### src/vxs_pkg.sv
// constants and types of the voltage transformer supervision block
// --------------------------------------------------------------------
// --------------------------------------------------------------------
package vxs_pkg;
  // timing
  localparam int unsigned CLK_FREQ_MHZ = 200;
  localparam int unsigned MEAS_BASE_NS = 5000000;
  localparam int unsigned TICK_CYCLES = MEAS_BASE_NS * CLK_FREQ_MHZ / 1000;
  localparam int unsigned ANGLE_WINDOW_NS = 40000000;
  localparam int unsigned HIST_DEPTH = ANGLE_WINDOW_NS / MEAS_BASE_NS;
  localparam int unsigned BLOCK_LEAD_NS = 5000000;
  // widths
  localparam int unsigned MAG_W = 16;
  localparam int unsigned ANG_W = 16;
  localparam int unsigned DLY_W = 19;
  localparam int unsigned REM_W = 20;
  localparam int unsigned ADDR_W = 8;
  // angles in 0.01 deg
  localparam logic [15:0] ANG_FULL = 16'h8CA0;
  localparam logic [15:0] ANG_HALF = 16'h4650;
  localparam logic [15:0] SEQ_LAG = 16'h2EE0;
  localparam logic [15:0] SEQ_LEAD = 16'h5DC0;
  localparam logic [15:0] SEQ_TOL = 16'h05DC;
  // register offsets
  localparam logic [7:0] OFF_CTRL = 8'h00;
  localparam logic [7:0] OFF_G0_THR = 8'h04;
  localparam logic [7:0] OFF_G0_ANG = 8'h08;
  localparam logic [7:0] OFF_G0_DLY = 8'h0C;
  localparam logic [7:0] OFF_G1_THR = 8'h10;
  localparam logic [7:0] OFF_G1_ANG = 8'h14;
  localparam logic [7:0] OFF_G1_DLY = 8'h18;
  localparam logic [7:0] OFF_STATUS = 8'h1C;
  localparam logic [7:0] OFF_EXPTIME = 8'h20;
  localparam logic [7:0] OFF_REMAIN = 8'h24;
  // fields and reset values
  localparam int unsigned CTRL_GRP = 0;
  localparam int unsigned CTRL_BUSCHK = 1;
  localparam int unsigned CTRL_LINECHK = 2;
  localparam int unsigned THR_HIGH_LSB = 16;
  localparam int unsigned ST_COND_LSB = 4;
  localparam int unsigned ST_FLAG_LSB = 12;
  localparam int unsigned ST_LOW_LSB = 20;
  localparam int unsigned ST_HIGH_LSB = 24;
  localparam logic [15:0] LOW_RST = 16'h0005;
  localparam logic [15:0] HIGH_RST = 16'h0050;
  localparam logic [15:0] ANGLE_RST = 16'h01F4;
  localparam logic [18:0] DLY_RST = 19'h000C8;
  localparam logic signed [19:0] REM_MIN = -20'sh57E40;
  // bus voltage status codes, register response codes and condition codes
  localparam logic [2:0] BUS_DEAD = 3'h0;
  localparam logic [2:0] BUS_OK = 3'h1;
  localparam logic [2:0] BUS_REV = 3'h2;
  localparam logic [2:0] BUS_UNDEF = 3'h3;
  localparam logic [2:0] BUS_PROBLEM = 3'h4;
  localparam logic [1:0] RESP_OKAY = 2'h0;
  localparam logic [1:0] RESP_SLVERR = 2'h2;
  typedef enum logic [4:0] {
    COND_NORMAL = 5'h01,
    COND_START = 5'h02,
    COND_LINE = 5'h04,
    COND_BUS = 5'h08,
    COND_BLOCKED = 5'h10
  } vxs_cond_t;
endpackage

### src/vxs_supervision.sv
// voltage transformer supervision core with AXI4-Lite registers
`timescale 1ns/100ps
`default_nettype none
module vxs_supervision #(
  parameter int unsigned TICK_CYCLES = vxs_pkg::TICK_CYCLES
) (
  input wire logic core_clk, // system clock
  input wire logic arst_n, // async reset
  input wire logic [7:0] s_axi_awaddr, // write address
  input wire logic s_axi_awvalid, // write address valid
  output logic s_axi_awready, // write address ready
  input wire logic [31:0] s_axi_wdata, // write data
  input wire logic [3:0] s_axi_wstrb, // byte strobes
  input wire logic s_axi_wvalid, // write data valid
  output logic s_axi_wready, // write data ready
  output logic [1:0] s_axi_bresp, // write response
  output logic s_axi_bvalid, // write response valid
  input wire logic s_axi_bready, // write response ready
  input wire logic [7:0] s_axi_araddr, // read address
  input wire logic s_axi_arvalid, // read address valid
  output logic s_axi_arready, // read address ready
  output logic [31:0] s_axi_rdata, // read data
  output logic [1:0] s_axi_rresp, // read response
  output logic s_axi_rvalid, // read valid
  input wire logic s_axi_rready, // read ready
  input wire logic [15:0] volt1Mag, // channel 1 magnitude
  input wire logic [15:0] volt2Mag, // channel 2 magnitude
  input wire logic [15:0] volt3Mag, // channel 3 magnitude
  input wire logic [15:0] volt4Mag, // channel 4 (line) magnitude
  input wire logic [15:0] volt1Ang, // channel 1 angle
  input wire logic [15:0] volt2Ang, // channel 2 angle
  input wire logic [15:0] volt3Ang, // channel 3 angle
  input wire logic [15:0] volt4Ang, // channel 4 angle
  input wire logic blockIn, // blocking matrix input
  input wire logic busBreakerTripInput, // bus breaker trip
  input wire logic lineBreakerTripInput, // line breaker trip
  output logic startOut, // start active
  output logic blockedOut, // blocked active
  output logic busXfmrFailure, // bus transformer failure
  output logic lineXfmrFailure, // line transformer failure
  output logic busFuseFailure, // bus fuse failure
  output logic lineFuseFailure, // line fuse failure
  output logic [2:0] busVoltState, // bus voltage status
  output logic [4:0] condState // condition, one-hot
);
  localparam int unsigned TW = $clog2(TICK_CYCLES + 1);
  localparam int unsigned HD = vxs_pkg::HIST_DEPTH;

  // --------------------------------------------------------------
  // reset release and pin synchronisers
  // --------------------------------------------------------------
  logic [1:0] rstPipeQ;
  logic rstN;
  logic [2:0] syncAQ, syncBQ;
  logic blkSync, busTripSync, lineTripSync;

  // reset released through two flops
  always_ff @(posedge core_clk or negedge arst_n) begin
    if (!arst_n) rstPipeQ <= 2'h0;
    else rstPipeQ <= {rstPipeQ[0], 1'b1};
  end
  assign rstN = rstPipeQ[1];

  // two flops per pin
  always_ff @(posedge core_clk or negedge rstN) begin
    if (!rstN) begin
      syncAQ <= 3'h0;
      syncBQ <= 3'h0;
    end else begin
      syncAQ <= {lineBreakerTripInput, busBreakerTripInput, blockIn};
      syncBQ <= syncAQ;
    end
  end
  assign blkSync = syncBQ[0];
  assign busTripSync = syncBQ[1];
  assign lineTripSync = syncBQ[2];

  // --------------------------------------------------------------
  // measurement time base
  // --------------------------------------------------------------
  logic [TW-1:0] tickCntQ;
  logic tick;

  assign tick = (tickCntQ == TW'(TICK_CYCLES - 1));
  always_ff @(posedge core_clk or negedge rstN) begin
    if (!rstN) tickCntQ <= '0;
    else tickCntQ <= tick ? '0 : tickCntQ + TW'(1);
  end

  // --------------------------------------------------------------
  // register bus
  // --------------------------------------------------------------
  logic awHeldQ, wHeldQ, bvalidQ, rvalidQ;
  logic [7:0] awAddrQ;
  logic [31:0] wDataQ, rdataQ;
  logic [3:0] wStrbQ;
  logic [1:0] brespQ, rrespQ;
  logic doWrite, arTake;
  logic [7:0] wAddr, rAddr;
  logic wrHit, rdHit;
  logic [31:0] rdWord, statusWord;

  function automatic logic [31:0] merge(input logic [31:0] old, input logic [31:0] nw,
                                        input logic [3:0] strb);
    logic [31:0] r;
    r = old;
    for (int b = 0; b < 4; b++) if (strb[b]) r[b*8 +: 8] = nw[b*8 +: 8];
    return r;
  endfunction

  // channel handshakes
  assign s_axi_awready = !awHeldQ && !bvalidQ;
  assign s_axi_wready = !wHeldQ && !bvalidQ;
  assign s_axi_arready = !rvalidQ;
  assign doWrite = awHeldQ && wHeldQ && !bvalidQ;
  assign arTake = s_axi_arvalid && !rvalidQ;
  assign wAddr = {awAddrQ[7:2], 2'b00};
  assign rAddr = {s_axi_araddr[7:2], 2'b00};
  assign wrHit = (wAddr <= vxs_pkg::OFF_G1_DLY);
  assign rdHit = (rAddr <= vxs_pkg::OFF_REMAIN);

  // write address and data latch
  always_ff @(posedge core_clk or negedge rstN) begin
    if (!rstN) begin
      awHeldQ <= 1'b0;
      wHeldQ <= 1'b0;
      awAddrQ <= 8'h00;
      wDataQ <= 32'h0000_0000;
      wStrbQ <= 4'h0;
    end else begin
      if (s_axi_awvalid && s_axi_awready) begin
        awHeldQ <= 1'b1;
        awAddrQ <= s_axi_awaddr;
      end else if (doWrite) awHeldQ <= 1'b0;
      if (s_axi_wvalid && s_axi_wready) begin
        wHeldQ <= 1'b1;
        wDataQ <= s_axi_wdata;
        wStrbQ <= s_axi_wstrb;
      end else if (doWrite) wHeldQ <= 1'b0;
    end
  end

  // write and read responses
  always_ff @(posedge core_clk or negedge rstN) begin
    if (!rstN) begin
      bvalidQ <= 1'b0;
      brespQ <= vxs_pkg::RESP_OKAY;
      rvalidQ <= 1'b0;
      rdataQ <= 32'h0000_0000;
      rrespQ <= vxs_pkg::RESP_OKAY;
    end else begin
      if (doWrite) begin
        bvalidQ <= 1'b1;
        brespQ <= wrHit ? vxs_pkg::RESP_OKAY : vxs_pkg::RESP_SLVERR;
      end else if (s_axi_bready) bvalidQ <= 1'b0;
      if (arTake) begin
        rvalidQ <= 1'b1;
        rdataQ <= rdWord;
        rrespQ <= rdHit ? vxs_pkg::RESP_OKAY : vxs_pkg::RESP_SLVERR;
      end else if (s_axi_rready) rvalidQ <= 1'b0;
    end
  end
  assign s_axi_bvalid = bvalidQ;
  assign s_axi_bresp = brespQ;
  assign s_axi_rvalid = rvalidQ;
  assign s_axi_rdata = rdataQ;
  assign s_axi_rresp = rrespQ;

  // --------------------------------------------------------------
  // settings, two groups
  // --------------------------------------------------------------
  logic [31:0] ctrlQ;
  logic [31:0] thrQ [2];
  logic [31:0] angQ [2];
  logic [31:0] dlyQ [2];
  logic grpSel, busChk, lineChk;
  logic [15:0] actLow, actHigh, actAng;
  logic [18:0] actDly;

  // settings writable at any time
  always_ff @(posedge core_clk or negedge rstN) begin
    if (!rstN) begin
      ctrlQ <= 32'h0000_0006;
      for (int g = 0; g < 2; g++) begin
        thrQ[g] <= {vxs_pkg::HIGH_RST, vxs_pkg::LOW_RST};
        angQ[g] <= {16'h0000, vxs_pkg::ANGLE_RST};
        dlyQ[g] <= {13'h0000, vxs_pkg::DLY_RST};
      end
    end else if (doWrite) begin
      unique case (wAddr)
        vxs_pkg::OFF_CTRL: ctrlQ <= merge(ctrlQ, wDataQ, wStrbQ) & 32'h0000_0007;
        vxs_pkg::OFF_G0_THR: thrQ[0] <= merge(thrQ[0], wDataQ, wStrbQ);
        vxs_pkg::OFF_G0_ANG: angQ[0] <= merge(angQ[0], wDataQ, wStrbQ) & 32'h0000_FFFF;
        vxs_pkg::OFF_G0_DLY: dlyQ[0] <= merge(dlyQ[0], wDataQ, wStrbQ) & 32'h0007_FFFF;
        vxs_pkg::OFF_G1_THR: thrQ[1] <= merge(thrQ[1], wDataQ, wStrbQ);
        vxs_pkg::OFF_G1_ANG: angQ[1] <= merge(angQ[1], wDataQ, wStrbQ) & 32'h0000_FFFF;
        vxs_pkg::OFF_G1_DLY: dlyQ[1] <= merge(dlyQ[1], wDataQ, wStrbQ) & 32'h0007_FFFF;
        default: ;
      endcase
    end
  end

  // active group switch, no restart of the function
  assign grpSel = ctrlQ[vxs_pkg::CTRL_GRP];
  assign busChk = ctrlQ[vxs_pkg::CTRL_BUSCHK];
  assign lineChk = ctrlQ[vxs_pkg::CTRL_LINECHK];
  assign actLow = thrQ[grpSel][15:0];
  assign actHigh = thrQ[grpSel][vxs_pkg::THR_HIGH_LSB +: 16];
  assign actAng = angQ[grpSel][15:0];
  assign actDly = dlyQ[grpSel][18:0];

  // --------------------------------------------------------------
  // measurement sampling and angle history
  // --------------------------------------------------------------
  logic [15:0] magIn [4];
  logic [15:0] angIn [4];
  logic [15:0] magQ [4];
  logic [15:0] curAngQ [4];
  logic [15:0] histQ [4][HD];
  logic [3:0] shiftOver;

  function automatic logic [15:0] fwdDiff(input logic [15:0] a, input logic [15:0] b);
    return (b >= a) ? b - a : 16'(b + vxs_pkg::ANG_FULL - a);
  endfunction
  function automatic logic [15:0] angDist(input logic [15:0] a, input logic [15:0] b);
    logic [15:0] d;
    d = fwdDiff(a, b);
    return (d > vxs_pkg::ANG_HALF) ? 16'(vxs_pkg::ANG_FULL - d) : d;
  endfunction

  assign magIn = '{volt1Mag, volt2Mag, volt3Mag, volt4Mag};
  assign angIn = '{volt1Ang, volt2Ang, volt3Ang, volt4Ang};

  // sample every time base, shift angle history
  always_ff @(posedge core_clk or negedge rstN) begin
    if (!rstN) begin
      for (int c = 0; c < 4; c++) begin
        magQ[c] <= 16'h0000;
        curAngQ[c] <= 16'h0000;
        for (int k = 0; k < HD; k++) histQ[c][k] <= 16'h0000;
      end
    end else if (tick) begin
      for (int c = 0; c < 4; c++) begin
        magQ[c] <= magIn[c];
        curAngQ[c] <= angIn[c];
        histQ[c][0] <= curAngQ[c];
        for (int k = 1; k < HD; k++) histQ[c][k] <= histQ[c][k-1];
      end
    end
  end

  // present angle against the one a window earlier
  for (genvar c = 0; c < 4; c++) begin : g_shift
    assign shiftOver[c] = angDist(histQ[c][HD-1], curAngQ[c]) >= actAng;
  end

  // --------------------------------------------------------------
  // pick-up, sequence, bus status
  // --------------------------------------------------------------
  logic [2:0] lowFlag, highFlag;
  logic pickRaw, pickQual, shiftSeen, busDead, inLimits, lineLoc;
  logic seqFwd, seqRev;
  logic [15:0] d21, d31;
  logic [2:0] busStateD, busStateQ;

  // per-phase threshold ratio tests
  for (genvar p = 0; p < 3; p++) begin : g_cmp
    assign lowFlag[p] = magQ[p] < actLow;
    assign highFlag[p] = magQ[p] > actHigh;
  end
  assign pickRaw = (|lowFlag)
    || (highFlag[0] && highFlag[1]) || (highFlag[0] && highFlag[2])
    || (highFlag[1] && highFlag[2]);
  assign shiftSeen = |shiftOver[2:0];
  assign pickQual = pickRaw && (shiftSeen || startOut);
  assign busDead = &lowFlag;
  assign inLimits = !(|lowFlag) && !(|highFlag);
  assign lineLoc = magQ[3] < actLow;
  assign d21 = fwdDiff(curAngQ[0], curAngQ[1]);
  assign d31 = fwdDiff(curAngQ[0], curAngQ[2]);
  assign seqFwd = angDist(d21, vxs_pkg::SEQ_LEAD) <= vxs_pkg::SEQ_TOL
    && angDist(d31, vxs_pkg::SEQ_LAG) <= vxs_pkg::SEQ_TOL;
  assign seqRev = angDist(d21, vxs_pkg::SEQ_LAG) <= vxs_pkg::SEQ_TOL
    && angDist(d31, vxs_pkg::SEQ_LEAD) <= vxs_pkg::SEQ_TOL;

  // five-valued bus status
  assign busStateD = busDead ? vxs_pkg::BUS_DEAD :
    pickRaw ? vxs_pkg::BUS_PROBLEM :
    !inLimits ? vxs_pkg::BUS_PROBLEM :
    seqFwd ? vxs_pkg::BUS_OK :
    seqRev ? vxs_pkg::BUS_REV :
    vxs_pkg::BUS_UNDEF;
  always_ff @(posedge core_clk or negedge rstN) begin
    if (!rstN) busStateQ <= vxs_pkg::BUS_DEAD;
    else busStateQ <= busStateD;
  end
  assign busVoltState = busStateQ;

  // --------------------------------------------------------------
  // start, blocking and definite-time countdown
  // --------------------------------------------------------------
  logic startQ, blockedQ, busFailQ, lineFailQ;
  logic signed [19:0] remainQ;
  logic signed [19:0] dlyS;
  logic [18:0] expTimeQ;
  logic runTick;

  assign dlyS = signed'({1'b0, actDly});
  assign runTick = tick && pickQual && !blkSync;

  // processed once per time base with the blocking level of that cycle
  always_ff @(posedge core_clk or negedge rstN) begin
    if (!rstN) begin
      startQ <= 1'b0;
      blockedQ <= 1'b0;
      busFailQ <= 1'b0;
      lineFailQ <= 1'b0;
      remainQ <= '0;
    end else if (tick) begin
      if (!runTick) begin
        startQ <= 1'b0;
        busFailQ <= 1'b0;
        lineFailQ <= 1'b0;
        remainQ <= dlyS;
        blockedQ <= pickQual && blkSync;
      end else begin
        blockedQ <= 1'b0;
        startQ <= 1'b1;
        if (!startQ) remainQ <= dlyS;
        else begin
          if (remainQ > vxs_pkg::REM_MIN) remainQ <= remainQ - 20'sd1;
          if (remainQ <= 20'sd1 && !busFailQ && !lineFailQ) begin
            lineFailQ <= lineLoc;
            busFailQ <= !lineLoc;
          end
        end
      end
    end
  end

  // expected operating time follows the active delay
  always_ff @(posedge core_clk or negedge rstN) begin
    if (!rstN) expTimeQ <= vxs_pkg::DLY_RST;
    else expTimeQ <= actDly;
  end

  // fuse failures, level from the synchronised trip inputs
  always_ff @(posedge core_clk or negedge rstN) begin
    if (!rstN) begin
      busFuseFailure <= 1'b0;
      lineFuseFailure <= 1'b0;
    end else begin
      busFuseFailure <= busChk && busTripSync;
      lineFuseFailure <= lineChk && lineTripSync;
    end
  end

  assign startOut = startQ;
  assign blockedOut = blockedQ;
  assign busXfmrFailure = busFailQ;
  assign lineXfmrFailure = lineFailQ;
  assign condState = blockedQ ? vxs_pkg::COND_BLOCKED :
    busFailQ ? vxs_pkg::COND_BUS :
    lineFailQ ? vxs_pkg::COND_LINE :
    startQ ? vxs_pkg::COND_START : vxs_pkg::COND_NORMAL;

  // --------------------------------------------------------------
  // read mux
  // --------------------------------------------------------------
  assign statusWord = {5'h00, highFlag, 1'b0, lowFlag, shiftSeen, pickRaw,
    lineFuseFailure, busFuseFailure, lineFailQ, busFailQ, blockedQ, startQ,
    3'h0, condState, 1'b0, busStateQ};
  assign rdWord = (rAddr == vxs_pkg::OFF_CTRL) ? ctrlQ :
    (rAddr == vxs_pkg::OFF_G0_THR) ? thrQ[0] :
    (rAddr == vxs_pkg::OFF_G0_ANG) ? angQ[0] :
    (rAddr == vxs_pkg::OFF_G0_DLY) ? dlyQ[0] :
    (rAddr == vxs_pkg::OFF_G1_THR) ? thrQ[1] :
    (rAddr == vxs_pkg::OFF_G1_ANG) ? angQ[1] :
    (rAddr == vxs_pkg::OFF_G1_DLY) ? dlyQ[1] :
    (rAddr == vxs_pkg::OFF_STATUS) ? statusWord :
    (rAddr == vxs_pkg::OFF_EXPTIME) ? {13'h0000, expTimeQ} :
    (rAddr == vxs_pkg::OFF_REMAIN) ? {{12{remainQ[19]}}, remainQ} : 32'h0000_0000;
endmodule
`default_nettype wire

### config.mk
export PLATFORM = sky130hd
export DESIGN_NAME = vxs_supervision
export DESIGN_NICKNAME = d
export VERILOG_FILES = /design/src/vxs_pkg.sv /design/src/vxs_supervision.sv
export SDC_FILE = /design/constraint.sdc
export NUM_CORES = 2
export LEC_CHECK = 0
export ABC_AREA = 1
export CORE_ASPECT_RATIO = 1.75
export CORE_MARGIN = 2
export CORE_UTILIZATION = 53
export DETAILED_ROUTE_END_ITERATION = 8
export DONT_BUFFER_PORTS = 1
export PLACE_DENSITY = 0.66
export REMOVE_ABC_BUFFERS = 1
export SYNTH_ARGS = -nofsm -noshare
export SYNTH_HDL_FRONTEND = slang
export SYNTH_SLANG_ARGS = --single-unit
### constraint.sdc
create_clock -name core_clk -period 72.3 [get_ports core_clk]
set_input_delay 14.46 -clock core_clk [delete_from_list [all_inputs] [get_ports core_clk]]
set_output_delay 14.46 -clock core_clk [all_outputs]
set_load 0.05 [all_outputs]
==> metrics.txt <==
run status=completed; Post-CTS Repair Setup Buffers=0; antenna violations before repair=3; number of warnings printed during yosys synthesis=0; fraction of final layout cells with drive strength greater than 1=6.274%; maximum vdd drop=0.02726 mV; Critical Path Source=blockedOut; top library cells by usage in the layout, fill and taps aside=nand2_1 (2,074), inv_1 (848), o21ai_0 (817), dfrtp_1 (756), nor2_1 (350); Hold Buf Count CTS=0; cell chain of the critical path=inv_1, nand2_1, nor2_1; Power, Total=1.252 mW; pin count of the biggest net entering global routing=216; period utilization=23.69%; most common library cell in the layout ignoring fill and taps=nand2_1; class of the tightest hold or removal check=reg -> reg; Max Clk Rate=58.38 MHz; part of the power in registers=42.5%; Post-route DRC=0; Clock H-tree levels=3; Finish-stage setup viols=0; area share of the largest cell type after synthesis=38.09%; floorplan die height=409.5 um; startpoint type of the worst setup path=register; category of the worst setup path capture point=primary output; CTS max path bufs=3; part of the total power dissipated in combinational logic=23.6%; area added between synthesis and finish=7.683%; cells taking the most area after synthesis=dfrtp_1 (38%), nand2_1 (16%), o21ai_0 (8.3%); static power due to leakage=27.33 nW; post-synthesis instance area=49,800 um2; standard-cell rows=148; final worst path period need=17,130 ps; longest individual stage delay on the worst path=840 ps; Antenna Violating Nets Remaining=0; number of top-level pins=245; min-delay src=rstPipeQ[0]; Root Driver=clkbuf_16; number of clock sinks=789; placer's final routability congestion estimate=0.9627; Core Area=93,140 um2; Switching Fraction=34.88%; fin util=57.58%; Maximum Capacitance Violations=0; number of DRC markers after the initial detailed-route iteration=2,841; vias in the first global route=42,930; WP data arrival=2670 ps; total wirelength of the detailed-routed design=145.3 mm; synthesized instance count=6,716; clock skew=26.30 ps; TritonCTS clock tree=built; clock share of power=33.9%; fraction of synthesis flops using an asynchronous set or reset pin=100.0%; kind of critical path=reg -> out; 1st-pass router iterations=6; mean cell area of the mapped netlist=7.416 um2; setup repair after global routing missed its margin=false; Gates resized, CTS repair=0; internal power component=815.3 uW; Slowest-stage cell, CP=nor2_1; Post-Place Cell Area=50,980 um2; detailed-route via count=43,360; Die X-Extent=235.7 um; number of fill cells=8,956; final setup slack of the worst path=55,170 ps; cell area after layout=53,630 um2; leading area contributor after synthesis=dfrtp_1; FF-to-FF Start=curAngQ[48]; input/output buffers=0; worst slack, placed=55,100 ps; synthesized flop and latch total=789; EDFF count, synth=0; net switching power of the design=436.6 uW; Slew headroom=3.083%; power per cell area=23.35 nW/um2; hold violation total from the final report=0; clock-pin slew on the worst setup and hold paths=60 ps; TritonCTS Buffers=74; Final Slew Violations=0; half-perimeter wire length of the detailed placement result=110.8 mm; Netlist cell types=68; sequential area share after synthesis=39.72%; Die Area=96,530 um2; most frequently used flop master after synthesis=dfrtp_1; wire length of the first global-routing pass=229.8 mm; DR WL/cell=18.37 um; Via density=5.481; actual slew at the worst max-slew pin=1440 ps; Initial Util=53.47%; Total Negative Setup Slacks=0 ps; CP Data Required Time=57,840 ps; final layout net count=7,160; crit-path max FO=5; source-to-sink clock delay at the later pin of the worst-skew pair=690 ps; global-route usage over all layers=30.35%; gr ovfl total=0
per-layer routing:
layer | vias to the layer above | routed length (um) | GRT usage, % | part of all wire (%)
met5 | - | 13 | 0 | 0.0089
li1 | 21510 | - | - | -
met1 | 20340 | 52460 | 31.44 | 36
met2 | 1066 | 73530 | 55.09 | 51
met3 | 444 | 6703 | 4.150 | 4.6
met4 | 2 | 12630 | 23.67 | 8.7
metrics by stage:
stage,hold slack [ps],instances
5_1_grt,360.9,7911
2_1_floorplan,331.2,6509
3_3_place_gp,334.2,7774
3_5_place_dp,337.8,7774
4_1_cts,356.1,7910
6_report,354.3,7911
logic make-up (layout without fill, tap and decap cells):
| kind of cell | after synthesis | count (layout) | synth area share [%] |
|---|---|---|---|
| adder cells (fa/ha/maj) | 320 | 320 | 8.281 |
| AO/OA/AOI/OAI | 1299 | 1299 | 14.19 |
| other | 2 | 4 | 0.01508 |
| buffers and inverters | 1092 | 1085 | 8.517 |
| XOR/XNOR | 176 | 176 | 3.171 |
| flip-flops | 789 | 789 | 39.72 |
| multiplexers | 39 | 39 | 0.8466 |
| AND/OR/NAND/NOR | 2999 | 2999 | 25.25 |
cells in the mapped netlist (20+ instances only):
cell / instances
o211ai_1: 26
nand2_2: 48
o21bai_1: 22
nand3b_1: 22
nor4_1: 20
inv_2: 21
nand4_1: 65
nand3_1: 303
inv_1: 849
nand2_1: 2076
clkbuf_1: 174
nor3_1: 36
dfrtp_1: 758
a21oi_1: 265
mux2_2: 25
nand2_4: 22
ha_1: 304
dfstp_2: 31
nor2_1: 351
o21ai_0: 825
xor2_1: 132
xnor2_1: 42
power by group through the flow:
stage	logic, mW	registers, mW	clock network, mW
4_1_cts	0.291	0.532	0.433
5_1_grt	0.318	0.537	0.449
6_report	0.295	0.533	0.424
2_1_floorplan	0.151	0.535	0
3_5_place_dp	0.290	0.539	0
3_3_place_gp	0.283	0.539	0
layout make-up:
type / instances / area (um2) / share of cell area (%)
Antenna cell: 1 / 2.502 / 0.004666
Clock buffer: 98 / 2092 / 3.901
Clock inverter: 38 / 556.8 / 1.038
Inverter: 884 / 3338 / 6.225
Multi-Input combinational cell: 4836 / 25820 / 48.15
Sequential cell: 789 / 19790 / 36.90
Tap cell: 1200 / 1501 / 2.800
Timing Repair Buffer: 65 / 525.5 / 0.9799
sequential cells by signal, summed over array words and instances (netlist names), 2 cells and up:
| signal | cells |
|---|---|
| dlyQ | 38 |
| magQ | 64 |
| remainQ | 20 |
| curAngQ | 48 |
| awAddrQ | 6 |
| syncAQ | 3 |
| expTimeQ | 19 |
| wDataQ | 32 |
| busVoltState | 3 |
| wStrbQ | 4 |
| thrQ | 64 |
| rstPipeQ | 2 |
| angQ | 32 |
| syncBQ | 3 |
| histQ | 384 |
| s_axi_rdata | 32 |
| ctrlQ | 3 |
| tickCntQ | 20 |
path summary, 6_finish.rpt:
kind | to | slack [ps] | depth (start not counted)
min in group asynchronous | histQ[502] | 460 | 0
worst min-delay path | rstPipeQ[1] | 350 | 0
max in group asynchronous | rstPipeQ[1] | 58760 | 0
worst max register to register | remainQ[17] | 63360 | 40
worst min register to register | rstPipeQ[1] | 350 | 0
worst max-delay path | condState[2] | 55170 | 3
critical path: cells and delay by family (launching register included):
family	cells	cell delay, ps
buf+inv	1	210
flops	1	810
simple gates	2	970
Power figures use the tool's default switching activity.
